**src/tpc_pkg.sv**
```systemverilog
package tpc_pkg;

  // Register map
  localparam logic [15:0] CTRL_ADDR       = 16'h02A3;
  localparam logic [15:0] IRQ_STATUS_ADDR = 16'h02A4;
  localparam logic [15:0] IRQ_MASK_ADDR   = 16'h02A5;
  localparam logic [15:0] PTR_UPPER_ADDR  = 16'h02A6;
  localparam logic [15:0] PTR_LOWER_ADDR  = 16'h02A7;
  localparam logic [15:0] C2_VALUE_ADDR   = 16'h02B9;
  localparam logic [15:0] C2_CTRL_ADDR    = 16'h02BA;
  localparam logic [15:0] TRACE_BASE      = 16'h0500;
  localparam logic [15:0] TRACE_LAST      = 16'h053F;

  // Field positions
  localparam int CTRL_NEW_BIT   = 5;
  localparam int CTRL_SEL_BIT   = 4;
  localparam int CTRL_THR_BIT   = 3;
  localparam int CTRL_ALIGN_BIT = 2;
  localparam int CTRL_LEN_LSB   = 0;
  localparam int C2_EN_BIT      = 1;
  localparam int EVT_ACCEPT_BIT = 0;
  localparam int EVT_EXPECT_BIT = 1;
  localparam int EVT_AIS_BIT    = 2;
  localparam int EVT_W          = 3;
  localparam int CHANNELS       = 28;

  // Reset values
  localparam logic [4:0]  CTRL_RST     = 5'h00;
  localparam logic [7:0]  C2_VALUE_RST = 8'h00;
  localparam logic        C2_EN_RST    = 1'b0;
  localparam logic [2:0]  MASK_RST     = 3'h0;
  localparam logic [9:0]  PTR_RST      = 10'h000;

  // Trace message constants
  localparam logic [7:0] LF_BYTE       = 8'h0A;
  localparam logic [2:0] ACCEPT_LOW    = 3'h3;
  localparam logic [2:0] ACCEPT_HIGH   = 3'h5;
  localparam logic [2:0] REPEAT_MAX    = 3'h7;
  localparam logic [6:0] LEN_ONE       = 7'h01;
  localparam logic [6:0] LEN_SIXTEEN   = 7'h10;
  localparam logic [6:0] LEN_SIXTYFOUR = 7'h40;

  typedef enum logic {CP_IDLE, CP_COPY} tpc_copy_state_t;

  function automatic logic [6:0] traceLen(input logic [1:0] code);
    traceLen = (code == 2'h0) ? LEN_ONE :
               (code == 2'h1) ? LEN_SIXTEEN : LEN_SIXTYFOUR;
  endfunction

endpackage

```
**src/tpc_trace_ctrl.sv**
```systemverilog
`timescale 1ns/1ps
`default_nettype none
// Behaviour
// A read-only flag reports that a new expected trace has been loaded.
// Trace window reads return the actual buffer when select is 0, else
//     the expected buffer.
// The trace window occupies addresses 0x0500 to 0x053F inclusive.
// The actual buffer holds the last accepted message, the expected
//     buffer what software wrote.
// A message is accepted after 3 identical receptions in a row, or 5
//     when the threshold bit is set.
// The boundary follows a line feed, or is the byte with its MSB set.
// Length code 00 gives 1 byte, 01 gives 16 bytes, 10 or 11 give 64.
// The 10-bit SPE pointer is readable, bits 9:8 high, 7:0 low.
// An accepted label equal to the defect value forces E1 AIS on all
//     channels while insertion is enabled.
// One writable enable bit gates that insertion; other bits read 0.
// Without a newly accepted message the actual buffer stays unchanged.
module tpc_trace_ctrl (
  input  wire logic        sys_clk,
  input  wire logic        rst_n,
  input  wire logic [15:0] regAddr,
  input  wire logic [7:0]  regWrData,
  input  wire logic        regWrStb,
  input  wire logic        regRdStb,
  output logic      [7:0]  regRdData,
  input  wire logic        traceValid,
  input  wire logic [7:0]  traceByte,
  input  wire logic [9:0]  pointerValue,
  input  wire logic        labelValid,
  input  wire logic [7:0]  labelByte,
  output logic      [27:0] e1AisForce,
  output logic             irq
);
  function automatic logic inTrace(input logic [15:0] addr);
    inTrace = (addr >= tpc_pkg::TRACE_BASE) && (addr <= tpc_pkg::TRACE_LAST);
  endfunction
  // Control and configuration registers
  logic [4:0]  ctrlReg;
  logic        newExpReg;
  logic        newExpNext;
  logic [7:0]  c2ValueReg;
  logic        c2EnReg;
  logic [2:0]  maskReg;
  logic [2:0]  statusReg;
  logic [2:0]  statusNext;
  logic [9:0]  ptrReg;
  logic [7:0]  c2AccReg;
  logic        c2SeenReg;
  logic        aisReg;
  logic        aisNext;
  // Read path
  logic [7:0]  rdRegDataReg;
  logic        rdTraceReg;
  logic        rdSelExpReg;
  logic        rdPendReg;
  wire  [7:0]  regReadVal;
  wire  [7:0]  ctrlRead;
  wire  [7:0]  actRdData;
  wire  [7:0]  expRdData;
  // Stream stage
  logic        s1ValidReg;
  logic [7:0]  s1ByteReg;
  logic [5:0]  s1IdxReg;
  logic        s1FirstReg;
  logic        s1LastReg;
  logic        msgSameReg;
  logic [2:0]  repeatReg;
  logic [2:0]  repeatNext;
  wire         aValid;
  wire  [5:0]  aIdx;
  wire         aFirst;
  wire         aLast;
  wire  [7:0]  capRdData;
  wire  [5:0]  capRdAddr;
  wire         byteSame;
  wire         msgSameNow;
  wire         msgDone;
  wire  [2:0]  thrCount;
  wire         acceptHit;
  // Copy engine
  tpc_pkg::tpc_copy_state_t cpStateReg;
  tpc_pkg::tpc_copy_state_t cpStateNext;
  logic [5:0]  cpIdxReg;
  logic [5:0]  cpIdxNext;
  logic [6:0]  cpLenReg;
  logic        cpPendReg;
  logic [5:0]  cpWrIdxReg;
  wire         cpIssue;
  wire         cpLastIssue;
  wire         acceptEvt;
  // Decode
  wire         ctrlWr;
  wire         statusWr;
  wire         maskWr;
  wire         c2ValueWr;
  wire         c2CtrlWr;
  wire         expWe;
  wire         fmtChange;
  wire         aisRise;
  wire  [2:0]  evt;
  wire         selExp;
  wire         thrHigh;
  wire         alignMsb;
  wire  [1:0]  lenCode;
  wire  [1:0]  ptrHigh;

  assign selExp   = ctrlReg[tpc_pkg::CTRL_SEL_BIT];
  assign thrHigh  = ctrlReg[tpc_pkg::CTRL_THR_BIT];
  assign alignMsb = ctrlReg[tpc_pkg::CTRL_ALIGN_BIT];
  assign lenCode  = ctrlReg[tpc_pkg::CTRL_LEN_LSB +: 2];
  assign ptrHigh  = ptrReg[9:8];

  assign ctrlWr    = regWrStb && regAddr == tpc_pkg::CTRL_ADDR;
  assign statusWr  = regWrStb && regAddr == tpc_pkg::IRQ_STATUS_ADDR;
  assign maskWr    = regWrStb && regAddr == tpc_pkg::IRQ_MASK_ADDR;
  assign c2ValueWr = regWrStb && regAddr == tpc_pkg::C2_VALUE_ADDR;
  assign c2CtrlWr  = regWrStb && regAddr == tpc_pkg::C2_CTRL_ADDR;
  // Software writes to the window always land in the expected buffer
  assign expWe     = regWrStb && inTrace(regAddr);
  // A format change makes earlier repetitions meaningless
  assign fmtChange = ctrlWr &&
                     regWrData[tpc_pkg::CTRL_ALIGN_BIT:0] !=
                     ctrlReg[tpc_pkg::CTRL_ALIGN_BIT:0];

  // Register readback
  assign ctrlRead = {2'b00, newExpReg, ctrlReg};
  assign regReadVal =
    (regAddr == tpc_pkg::CTRL_ADDR)       ? ctrlRead :
    (regAddr == tpc_pkg::IRQ_STATUS_ADDR) ? {5'h00, statusReg} :
    (regAddr == tpc_pkg::IRQ_MASK_ADDR)   ? {5'h00, maskReg} :
    (regAddr == tpc_pkg::PTR_UPPER_ADDR)  ? {6'h00, ptrHigh} :
    (regAddr == tpc_pkg::PTR_LOWER_ADDR)  ? ptrReg[7:0] :
    (regAddr == tpc_pkg::C2_VALUE_ADDR)   ? c2ValueReg :
    (regAddr == tpc_pkg::C2_CTRL_ADDR)    ? {6'h00, c2EnReg, 1'b0} :
    8'h00;

  // Read data stand only in the cycle after the strobe
  assign regRdData = !rdPendReg ? 8'h00 :
                     !rdTraceReg ? rdRegDataReg :
                     rdSelExpReg ? expRdData : actRdData;

  always_ff @(posedge sys_clk or negedge rst_n) begin
    if (!rst_n) begin
      rdPendReg    <= 1'b0;
      rdTraceReg   <= 1'b0;
      rdSelExpReg  <= 1'b0;
      rdRegDataReg <= 8'h00;
    end else begin
      rdPendReg    <= regRdStb;
      rdTraceReg   <= inTrace(regAddr);
      rdSelExpReg  <= selExp;
      rdRegDataReg <= regReadVal;
    end
  end

  // Configuration writes
  always_ff @(posedge sys_clk or negedge rst_n) begin
    if (!rst_n) begin
      ctrlReg    <= tpc_pkg::CTRL_RST;
      c2ValueReg <= tpc_pkg::C2_VALUE_RST;
      c2EnReg    <= tpc_pkg::C2_EN_RST;
      maskReg    <= tpc_pkg::MASK_RST;
    end else begin
      ctrlReg    <= ctrlWr ? regWrData[4:0] : ctrlReg;
      c2ValueReg <= c2ValueWr ? regWrData : c2ValueReg;
      c2EnReg    <= c2CtrlWr ? regWrData[tpc_pkg::C2_EN_BIT] : c2EnReg;
      maskReg    <= maskWr ? regWrData[2:0] : maskReg;
    end
  end

  // New expected flag: a load sets it, an acceptance consumes it
  assign newExpNext = expWe ? 1'b1 : (acceptEvt ? 1'b0 : newExpReg);

  // Sticky status, write one to clear, a new event wins
  assign evt[tpc_pkg::EVT_ACCEPT_BIT] = acceptEvt;
  assign evt[tpc_pkg::EVT_EXPECT_BIT] = expWe;
  assign evt[tpc_pkg::EVT_AIS_BIT]    = aisRise;
  assign statusNext = (statusReg & ~(statusWr ? regWrData[2:0] : 3'h0)) | evt;
  assign irq = |(statusReg & maskReg);

  always_ff @(posedge sys_clk or negedge rst_n) begin
    if (!rst_n) begin
      newExpReg <= 1'b0;
      statusReg <= 3'h0;
      ptrReg    <= tpc_pkg::PTR_RST;
    end else begin
      newExpReg <= newExpNext;
      statusReg <= statusNext;
      ptrReg    <= pointerValue;
    end
  end

  // Label match drives AIS on every egress channel
  assign aisNext = c2EnReg && c2SeenReg &&
                   c2AccReg == c2ValueReg;
  assign aisRise = aisNext & ~aisReg;

  always_ff @(posedge sys_clk or negedge rst_n) begin
    if (!rst_n) begin
      c2AccReg  <= 8'h00;
      c2SeenReg <= 1'b0;
      aisReg    <= 1'b0;
    end else begin
      c2AccReg  <= labelValid ? labelByte : c2AccReg;
      c2SeenReg <= c2SeenReg | labelValid;
      aisReg    <= aisNext;
    end
  end
  genvar ch;
  generate
    for (ch = 0; ch < tpc_pkg::CHANNELS; ch = ch + 1) begin : g_chan
      assign e1AisForce[ch] = aisReg;
    end
  endgenerate

  // Incoming trace bytes
  tpc_trace_aligner u_aligner (
    .sys_clk   (sys_clk),
    .rst_n     (rst_n),
    .byteValid (traceValid),
    .byteIn    (traceByte),
    .alignMsb  (alignMsb),
    .msgLen    (tpc_pkg::traceLen(lenCode)),
    .curValid  (aValid),
    .curIdx    (aIdx),
    .curFirst  (aFirst),
    .curLast   (aLast)
  );

  // Capture holds the previous reception, read one cycle ahead
  assign capRdAddr = aValid ? aIdx : cpIdxReg;

  tpc_trace_mem u_capture (
    .sys_clk (sys_clk),
    .rst_n   (rst_n),
    .wrEn    (s1ValidReg),
    .wrAddr  (s1IdxReg),
    .wrData  (s1ByteReg),
    .rdAddr  (capRdAddr),
    .rdData  (capRdData)
  );

  assign byteSame   = capRdData == s1ByteReg;
  assign msgSameNow = s1FirstReg ? byteSame : (msgSameReg & byteSame);
  assign msgDone    = s1ValidReg & s1LastReg;
  assign thrCount   = thrHigh ? tpc_pkg::ACCEPT_HIGH : tpc_pkg::ACCEPT_LOW;
  assign repeatNext = !(msgSameNow && repeatReg != 3'h0) ? 3'h1 :
                      (repeatReg == tpc_pkg::REPEAT_MAX) ? repeatReg :
                      repeatReg + 3'h1;
  assign acceptHit  = msgDone && repeatNext == thrCount;

  always_ff @(posedge sys_clk or negedge rst_n) begin
    if (!rst_n) begin
      s1ValidReg <= 1'b0;
      s1ByteReg  <= 8'h00;
      s1IdxReg   <= 6'h00;
      s1FirstReg <= 1'b0;
      s1LastReg  <= 1'b0;
      msgSameReg <= 1'b0;
      repeatReg  <= 3'h0;
    end else begin
      s1ValidReg <= aValid;
      s1ByteReg  <= traceByte;
      s1IdxReg   <= aIdx;
      s1FirstReg <= aFirst;
      s1LastReg  <= aLast;
      msgSameReg <= s1ValidReg ? msgSameNow : msgSameReg;
      repeatReg  <= fmtChange ? 3'h0 : (msgDone ? repeatNext : repeatReg);
    end
  end

  // Copy engine: moves an accepted message into the actual buffer;
  // the stream keeps priority on the capture read port
  assign cpIssue     = cpStateReg == tpc_pkg::CP_COPY && !aValid;
  assign cpLastIssue = cpIssue && {1'b0, cpIdxReg} == cpLenReg - 7'h01;
  assign acceptEvt   = cpPendReg && cpStateReg == tpc_pkg::CP_IDLE;
  assign cpIdxNext   = acceptHit ? 6'h00 :
                       cpIssue ? cpIdxReg + 6'h01 : cpIdxReg;

  always_comb begin
    cpStateNext = cpStateReg;
    case (cpStateReg)
      tpc_pkg::CP_IDLE: begin
        if (acceptHit) begin
          cpStateNext = tpc_pkg::CP_COPY;
        end
      end
      tpc_pkg::CP_COPY: begin
        if (cpLastIssue) begin
          cpStateNext = tpc_pkg::CP_IDLE;
        end
      end
      default: begin
        cpStateNext = tpc_pkg::CP_IDLE;
      end
    endcase
  end

  always_ff @(posedge sys_clk or negedge rst_n) begin
    if (!rst_n) begin
      cpStateReg <= tpc_pkg::CP_IDLE;
      cpIdxReg   <= 6'h00;
      cpLenReg   <= tpc_pkg::LEN_ONE;
      cpPendReg  <= 1'b0;
      cpWrIdxReg <= 6'h00;
    end else begin
      cpStateReg <= cpStateNext;
      cpIdxReg   <= cpIdxNext;
      cpLenReg   <= acceptHit ? tpc_pkg::traceLen(lenCode) : cpLenReg;
      cpPendReg  <= cpIssue;
      cpWrIdxReg <= cpIssue ? cpIdxReg : cpWrIdxReg;
    end
  end

  // Actual buffer is written only by the copy engine
  tpc_trace_mem u_actual (
    .sys_clk (sys_clk),
    .rst_n   (rst_n),
    .wrEn    (cpPendReg),
    .wrAddr  (cpWrIdxReg),
    .wrData  (capRdData),
    .rdAddr  (regAddr[5:0]),
    .rdData  (actRdData)
  );

  tpc_trace_mem u_expected (
    .sys_clk (sys_clk),
    .rst_n   (rst_n),
    .wrEn    (expWe),
    .wrAddr  (regAddr[5:0]),
    .wrData  (regWrData),
    .rdAddr  (regAddr[5:0]),
    .rdData  (expRdData)
  );
endmodule
`default_nettype wire

```
**src/tpc_trace_mem.sv**
```systemverilog
`timescale 1ns/1ps
`default_nettype none
module tpc_trace_mem (
  input  wire logic       sys_clk,
  input  wire logic       rst_n,
  input  wire logic       wrEn,
  input  wire logic [5:0] wrAddr,
  input  wire logic [7:0] wrData,
  input  wire logic [5:0] rdAddr,
  output logic      [7:0] rdData
);
  logic [7:0] store [0:63];

  always_ff @(posedge sys_clk) begin
    if (wrEn) begin
      store[wrAddr] <= wrData;
    end
  end

  // Registered read: data for rdAddr stand one cycle later
  always_ff @(posedge sys_clk or negedge rst_n) begin
    if (!rst_n) begin
      rdData <= 8'h00;
    end else begin
      rdData <= store[rdAddr];
    end
  end
endmodule
`default_nettype wire

```
**src/tpc_trace_aligner.sv**
```systemverilog
`timescale 1ns/1ps
`default_nettype none
module tpc_trace_aligner (
  input  wire logic       sys_clk,
  input  wire logic       rst_n,
  input  wire logic       byteValid,
  input  wire logic [7:0] byteIn,
  input  wire logic       alignMsb,
  input  wire logic [6:0] msgLen,
  output logic            curValid,
  output logic      [5:0] curIdx,
  output logic            curFirst,
  output logic            curLast
);
  logic       lockReg;
  logic       lockNext;
  logic [5:0] idxReg;
  logic [5:0] idxNext;
  logic       prevLfReg;
  wire        singleByte;
  wire        startHit;

  assign singleByte = msgLen == tpc_pkg::LEN_ONE;
  // Boundary: byte after a line feed, or a byte with its MSB set
  assign startHit = singleByte | (alignMsb ? byteIn[7] : prevLfReg);
  assign curValid = byteValid & (startHit | lockReg);
  assign curIdx   = startHit ? 6'h00 : idxReg;
  assign curFirst = startHit;
  assign curLast  = {1'b0, curIdx} == msgLen - 7'h01;
  assign idxNext  = curValid ? (curIdx + 6'h01) : idxReg;
  // Every message has to begin on a fresh boundary
  assign lockNext = byteValid ? (curValid & ~curLast) : lockReg;

  always_ff @(posedge sys_clk or negedge rst_n) begin
    if (!rst_n) begin
      lockReg   <= 1'b0;
      idxReg    <= 6'h00;
      prevLfReg <= 1'b0;
    end else begin
      lockReg   <= lockNext;
      idxReg    <= idxNext;
      prevLfReg <= byteValid ? (byteIn == tpc_pkg::LF_BYTE) : prevLfReg;
    end
  end
endmodule
`default_nettype wire

```
**config.mk**
```make
export PLATFORM = sky130hd
export DESIGN_NAME = tpc_trace_ctrl
export DESIGN_NICKNAME = d
export VERILOG_FILES = /design/src/tpc_pkg.sv /design/src/tpc_trace_ctrl.sv /design/src/tpc_trace_mem.sv /design/src/tpc_trace_aligner.sv
export SDC_FILE = /design/constraint.sdc
export NUM_CORES = 2
export LEC_CHECK = 0
export BUFFER_PORTS_ARGS = -buffer_cell sky130_fd_sc_hd__buf_2
export CORE_MARGIN = 3
export CORE_UTILIZATION = 40
export DETAILED_ROUTE_END_ITERATION = 8
export MAX_ROUTING_LAYER = met4
export SYNTH_ARGS = -nofsm -noshare
export SYNTH_HDL_FRONTEND = slang
export SYNTH_SLANG_ARGS = --single-unit
```
**constraint.sdc**
```tcl
create_clock -name sys_clk -period 2.6 [get_ports sys_clk]
set_clock_uncertainty 0.15 [all_clocks]
set_input_delay 0.52 -clock sys_clk [delete_from_list [all_inputs] [get_ports sys_clk]]
set_output_delay 0.52 -clock sys_clk [all_outputs]
set_load 0.01 [all_outputs]
```
==> out/results.tsv <==
metric	value	unit
pre-CTS WS	-0.743	ns
Distinct cells, synth	75	
period utilisation layout	119	%
post-synthesis mux area share	12.2	%
status	finished with violations	
routed wire length	166000	µm
Max-cap violations	0	
CTS tree	built	
nets	4366	
combinational share of power	15.4	%
Pleak	27.1	nW
total gr overflow	0	
via count	36200	
die footprint	0.169	mm²
placed cells	6222	
post-synthesis compound-gate area fraction	3.76	%
Max Buffers Root-to-Sink	3	
post-layout util	49.4	%
worst-case vdd ir drop	0.685	mV
Final WS setup	-0.499	ns
average vias per placed instance	5.49	
Syn Inst Count	3648	
gr usage total	20.2	%
power share of the sequential group	48.3	%
first-pass GRT wire length	246000	µm
Synth warnings	0	
initial antenna violation count	1	
vias in the first global route	36500	
Inserted Clock Buffers	167	
Finish-stage setup viols	16	
DR iter-0 viols	3929	
DRT antenna net count	0	
Post-Layout Cell Count	6604	
Die Span Y	411	µm
Reg clk slew, reported paths	0.06	ns
starting density of the core	40.5	%
Fin. Hold Viols	0	
multi-input logic area	0.0159	mm²
Tmin final	3.10	ns
Mapped Area	0.0655	mm²
cell with the most instances after synthesis	edfxtp_1	
Max Freq	323	MHz
CP Capture Type	flip-flop	
Post-Synth Simple-Gate Area	6.57	%
post-synthesis async set-or-reset flop share	7.36	%
WP data arrival	3.62	ns
WL per Instance	25.1	µm
area growth from synthesis to layout	22.1	%
placeable core region	0.162	mm²
I/O pin count	93	
Slew Limit Fails	0	
DP Wirelength	106000	µm
EDFF count, synth	1536	
Synth Net Count	3709	
clock share of power	36.3	%
storage element area	0.0492	mm²
Pwr Total	65.2	mW
chip width	411	µm
largest net degree at the start of global routing	67	
Synth Flop Type	edfxtp_1	
hold crit path type	primary input to flip-flop	
DRC viols	0	
Root Buffer	clkbuf_16	
sw power	17.3	mW
PwrDens	815	mW/mm²
startpoint types	flip-flop	
Post-Synth Adder-Cell Area	0.0955	%
Least-Margin Pin Slew	1.07	ns
Seq/Total Area, Yosys	75.1	%
Buffers on Ports	92	
row count	147	
Crit Path Max Fanout	7	
top cell type's share of synthesized area	70.4	%
Worst slew margin	28.3	%
post-synthesis area per instance	18.0	µm²
DRT Pass-1 Iters	8	
largest cells by area after synthesis	edfxtp_1 70%, mux4_2 12%, dfrtp_1 4.6%	
xor-xnor portion of the synthesized cell area	0.348	%
share of layout cells above drive strength 1	32.4	%
Commonest cells post-synth	1,536 x edfxtp_1, 419 x nand2_1, 336 x mux4_2, 224 x nor2_1, 144 x nand3_1	
Clock Sinks	1658	
internal power	47.9	mW
WP data required	3.12	ns
RSZ-0062 raised after global routing	true	
Worst-Skew Late Latency	0.82	ns
failing checks	setup timing	
Setup CP Type	flip-flop to flip-flop	
switching share of power	26.5	%
Synth Register Bits	1658	
Synth area leader	edfxtp_1	
GPL Wtd Cong	0.907	
H-tree depth	4	
largest family of logic cells by synthesized area	multiplexers	
# fillers	13200	
## state kept, by name, summed over array words and instances (netlist names), 10 cells and up
| signal | count |
|---|---|
| u_actual.store | 512 |
| u_capture.store | 512 |
| u_expected.store | 512 |
| ptrReg | 10 |
## layout make-up
class	count	area share, %
inverters	23	0.108
diodes	2	0.00626
multi-input cells	1719	19.8
clock inverters	87	1.29
clock buffers	219	5.56
flip-flops and latches	1658	61.5
repair buffers	736	8.27
well taps	2160	3.38
## power groups by stage
stage / clock (mW) / sequential [mW] / combinational, mW
detailed placement: 0 / 32.0 / 9.16
global placement: 0 / 32.0 / 9.05
CTS: 24.1 / 31.5 / 9.56
floorplan: 0 / 32.3 / 4.33
global route: 25.3 / 31.5 / 10.8
finish: 23.6 / 31.5 / 10.0
## worst max-delay path, stage by stage, from the launching register on
cell and delay (ns):
dfrtp_1 0.40, or2_4 0.30, a32oi_4 0.31, buf_12 0.18, nand2_8 0.10, buf_12 0.16
buf_6 0.11, buf_6 0.10, a211oi_2 0.18, a31oi_1 0.08, o211ai_1 0.33, nand4_1 0.26
a211o_1 0.30
## repair_timing
action / 4_1_cts / 5_1_grt
setup buffers: 4 / 21
hold buffers: 43 / 0
setup endpoints to repair: 16 / 16
cloned: 2 / 5
resized for setup: 81 / 80
hold endpoints to repair: 177 / 0
pin swaps: 11 / 46
## per-stage QoR
stage | area [µm²] | hold WS [ns] | TNS [ns]
after floorplan | 66100 | 0.0744 | -1.69
after global placement | 72900 | 0.297 | -37.85
after detailed placement | 72900 | 0.307 | -36.45
after CTS | 79200 | 0.0177 | -4.20
after global routing | 79900 | 0.0432 | -5.34
final | 79900 | 0.0722 | -4.19
## cells in the final DEF, fill, tap and decap left out, drive strengths merged, types with 7 or more instances in the layout
| cell type | netlist | routed |
|---|---|---|
| a2111oi | 31 | 31 |
| a211o | 8 | 8 |
| a211oi | 62 | 62 |
| a21oi | 75 | 75 |
| a31oi | 56 | 56 |
| and2 | 7 | 7 |
| and3 | 74 | 74 |
| buf | 126 | 687 |
| bufinv | 0 | 10 |
| clkbuf | 123 | 224 |
| clkinv | 1 | 69 |
| dfrtp | 121 | 121 |
| dlygate4sd3 | 0 | 43 |
| edfxtp | 1536 | 1536 |
| inv | 22 | 26 |
| mux2 | 28 | 28 |
| mux2i | 11 | 11 |
| mux4 | 336 | 336 |
| nand2 | 421 | 422 |
| nand2b | 8 | 8 |
| nand3 | 145 | 145 |
| nand3b | 11 | 11 |
| nand4 | 28 | 28 |
| nor2 | 226 | 226 |
| nor2b | 8 | 8 |
| nor3 | 10 | 10 |
| o2111ai | 15 | 15 |
| o211a | 8 | 8 |
| o211ai | 16 | 16 |
| o21ai | 44 | 44 |
| xnor2 | 15 | 15 |
| xor2 | 11 | 11 |
## kinds of logic after synthesis
| family | Yosys count |
|---|---|
| XOR/XNOR | 26 |
| multiplexers | 375 |
| AND/OR/NAND/NOR | 965 |
| adder cells (fa/ha/maj) | 5 |
| flip-flops | 1658 |
| buffers and inverters | 272 |
| AO/OA/AOI/OAI | 347 |
## per-layer routing
| layer | up-vias | track usage (%) | share of wire [%] |
|---|---|---|---|
| met5 | - | - | 0 |
| met4 | 0 | 5.05 | 2.4 |
| met3 | 262 | 3.00 | 6.3 |
| met2 | 1352 | 32.4 | 50 |
| met1 | 18800 | 27.3 | 42 |
| li1 | 15800 | - | - |
## worst paths after layout
kind / start / endpoint / slack [ns] / cells after the start
worst max-delay path: ctrlReg[0] / u_capture.rdData[5] / -0.50 / 12
worst min-delay path: regWrData[4] / u_expected.store[2][4] / 0.07 / 2
worst max register to register: ctrlReg[0] / u_capture.rdData[5] / -0.50 / 12
worst min register to register: c2SeenReg / c2SeenReg / 0.32 / 1
max in group asynchronous: rst_n / cpLenReg[0] / 1.52 / 3
min in group asynchronous: rst_n / rdRegDataReg[3] / 0.12 / 2
Note: power is estimated with default switching activity, not from simulation.
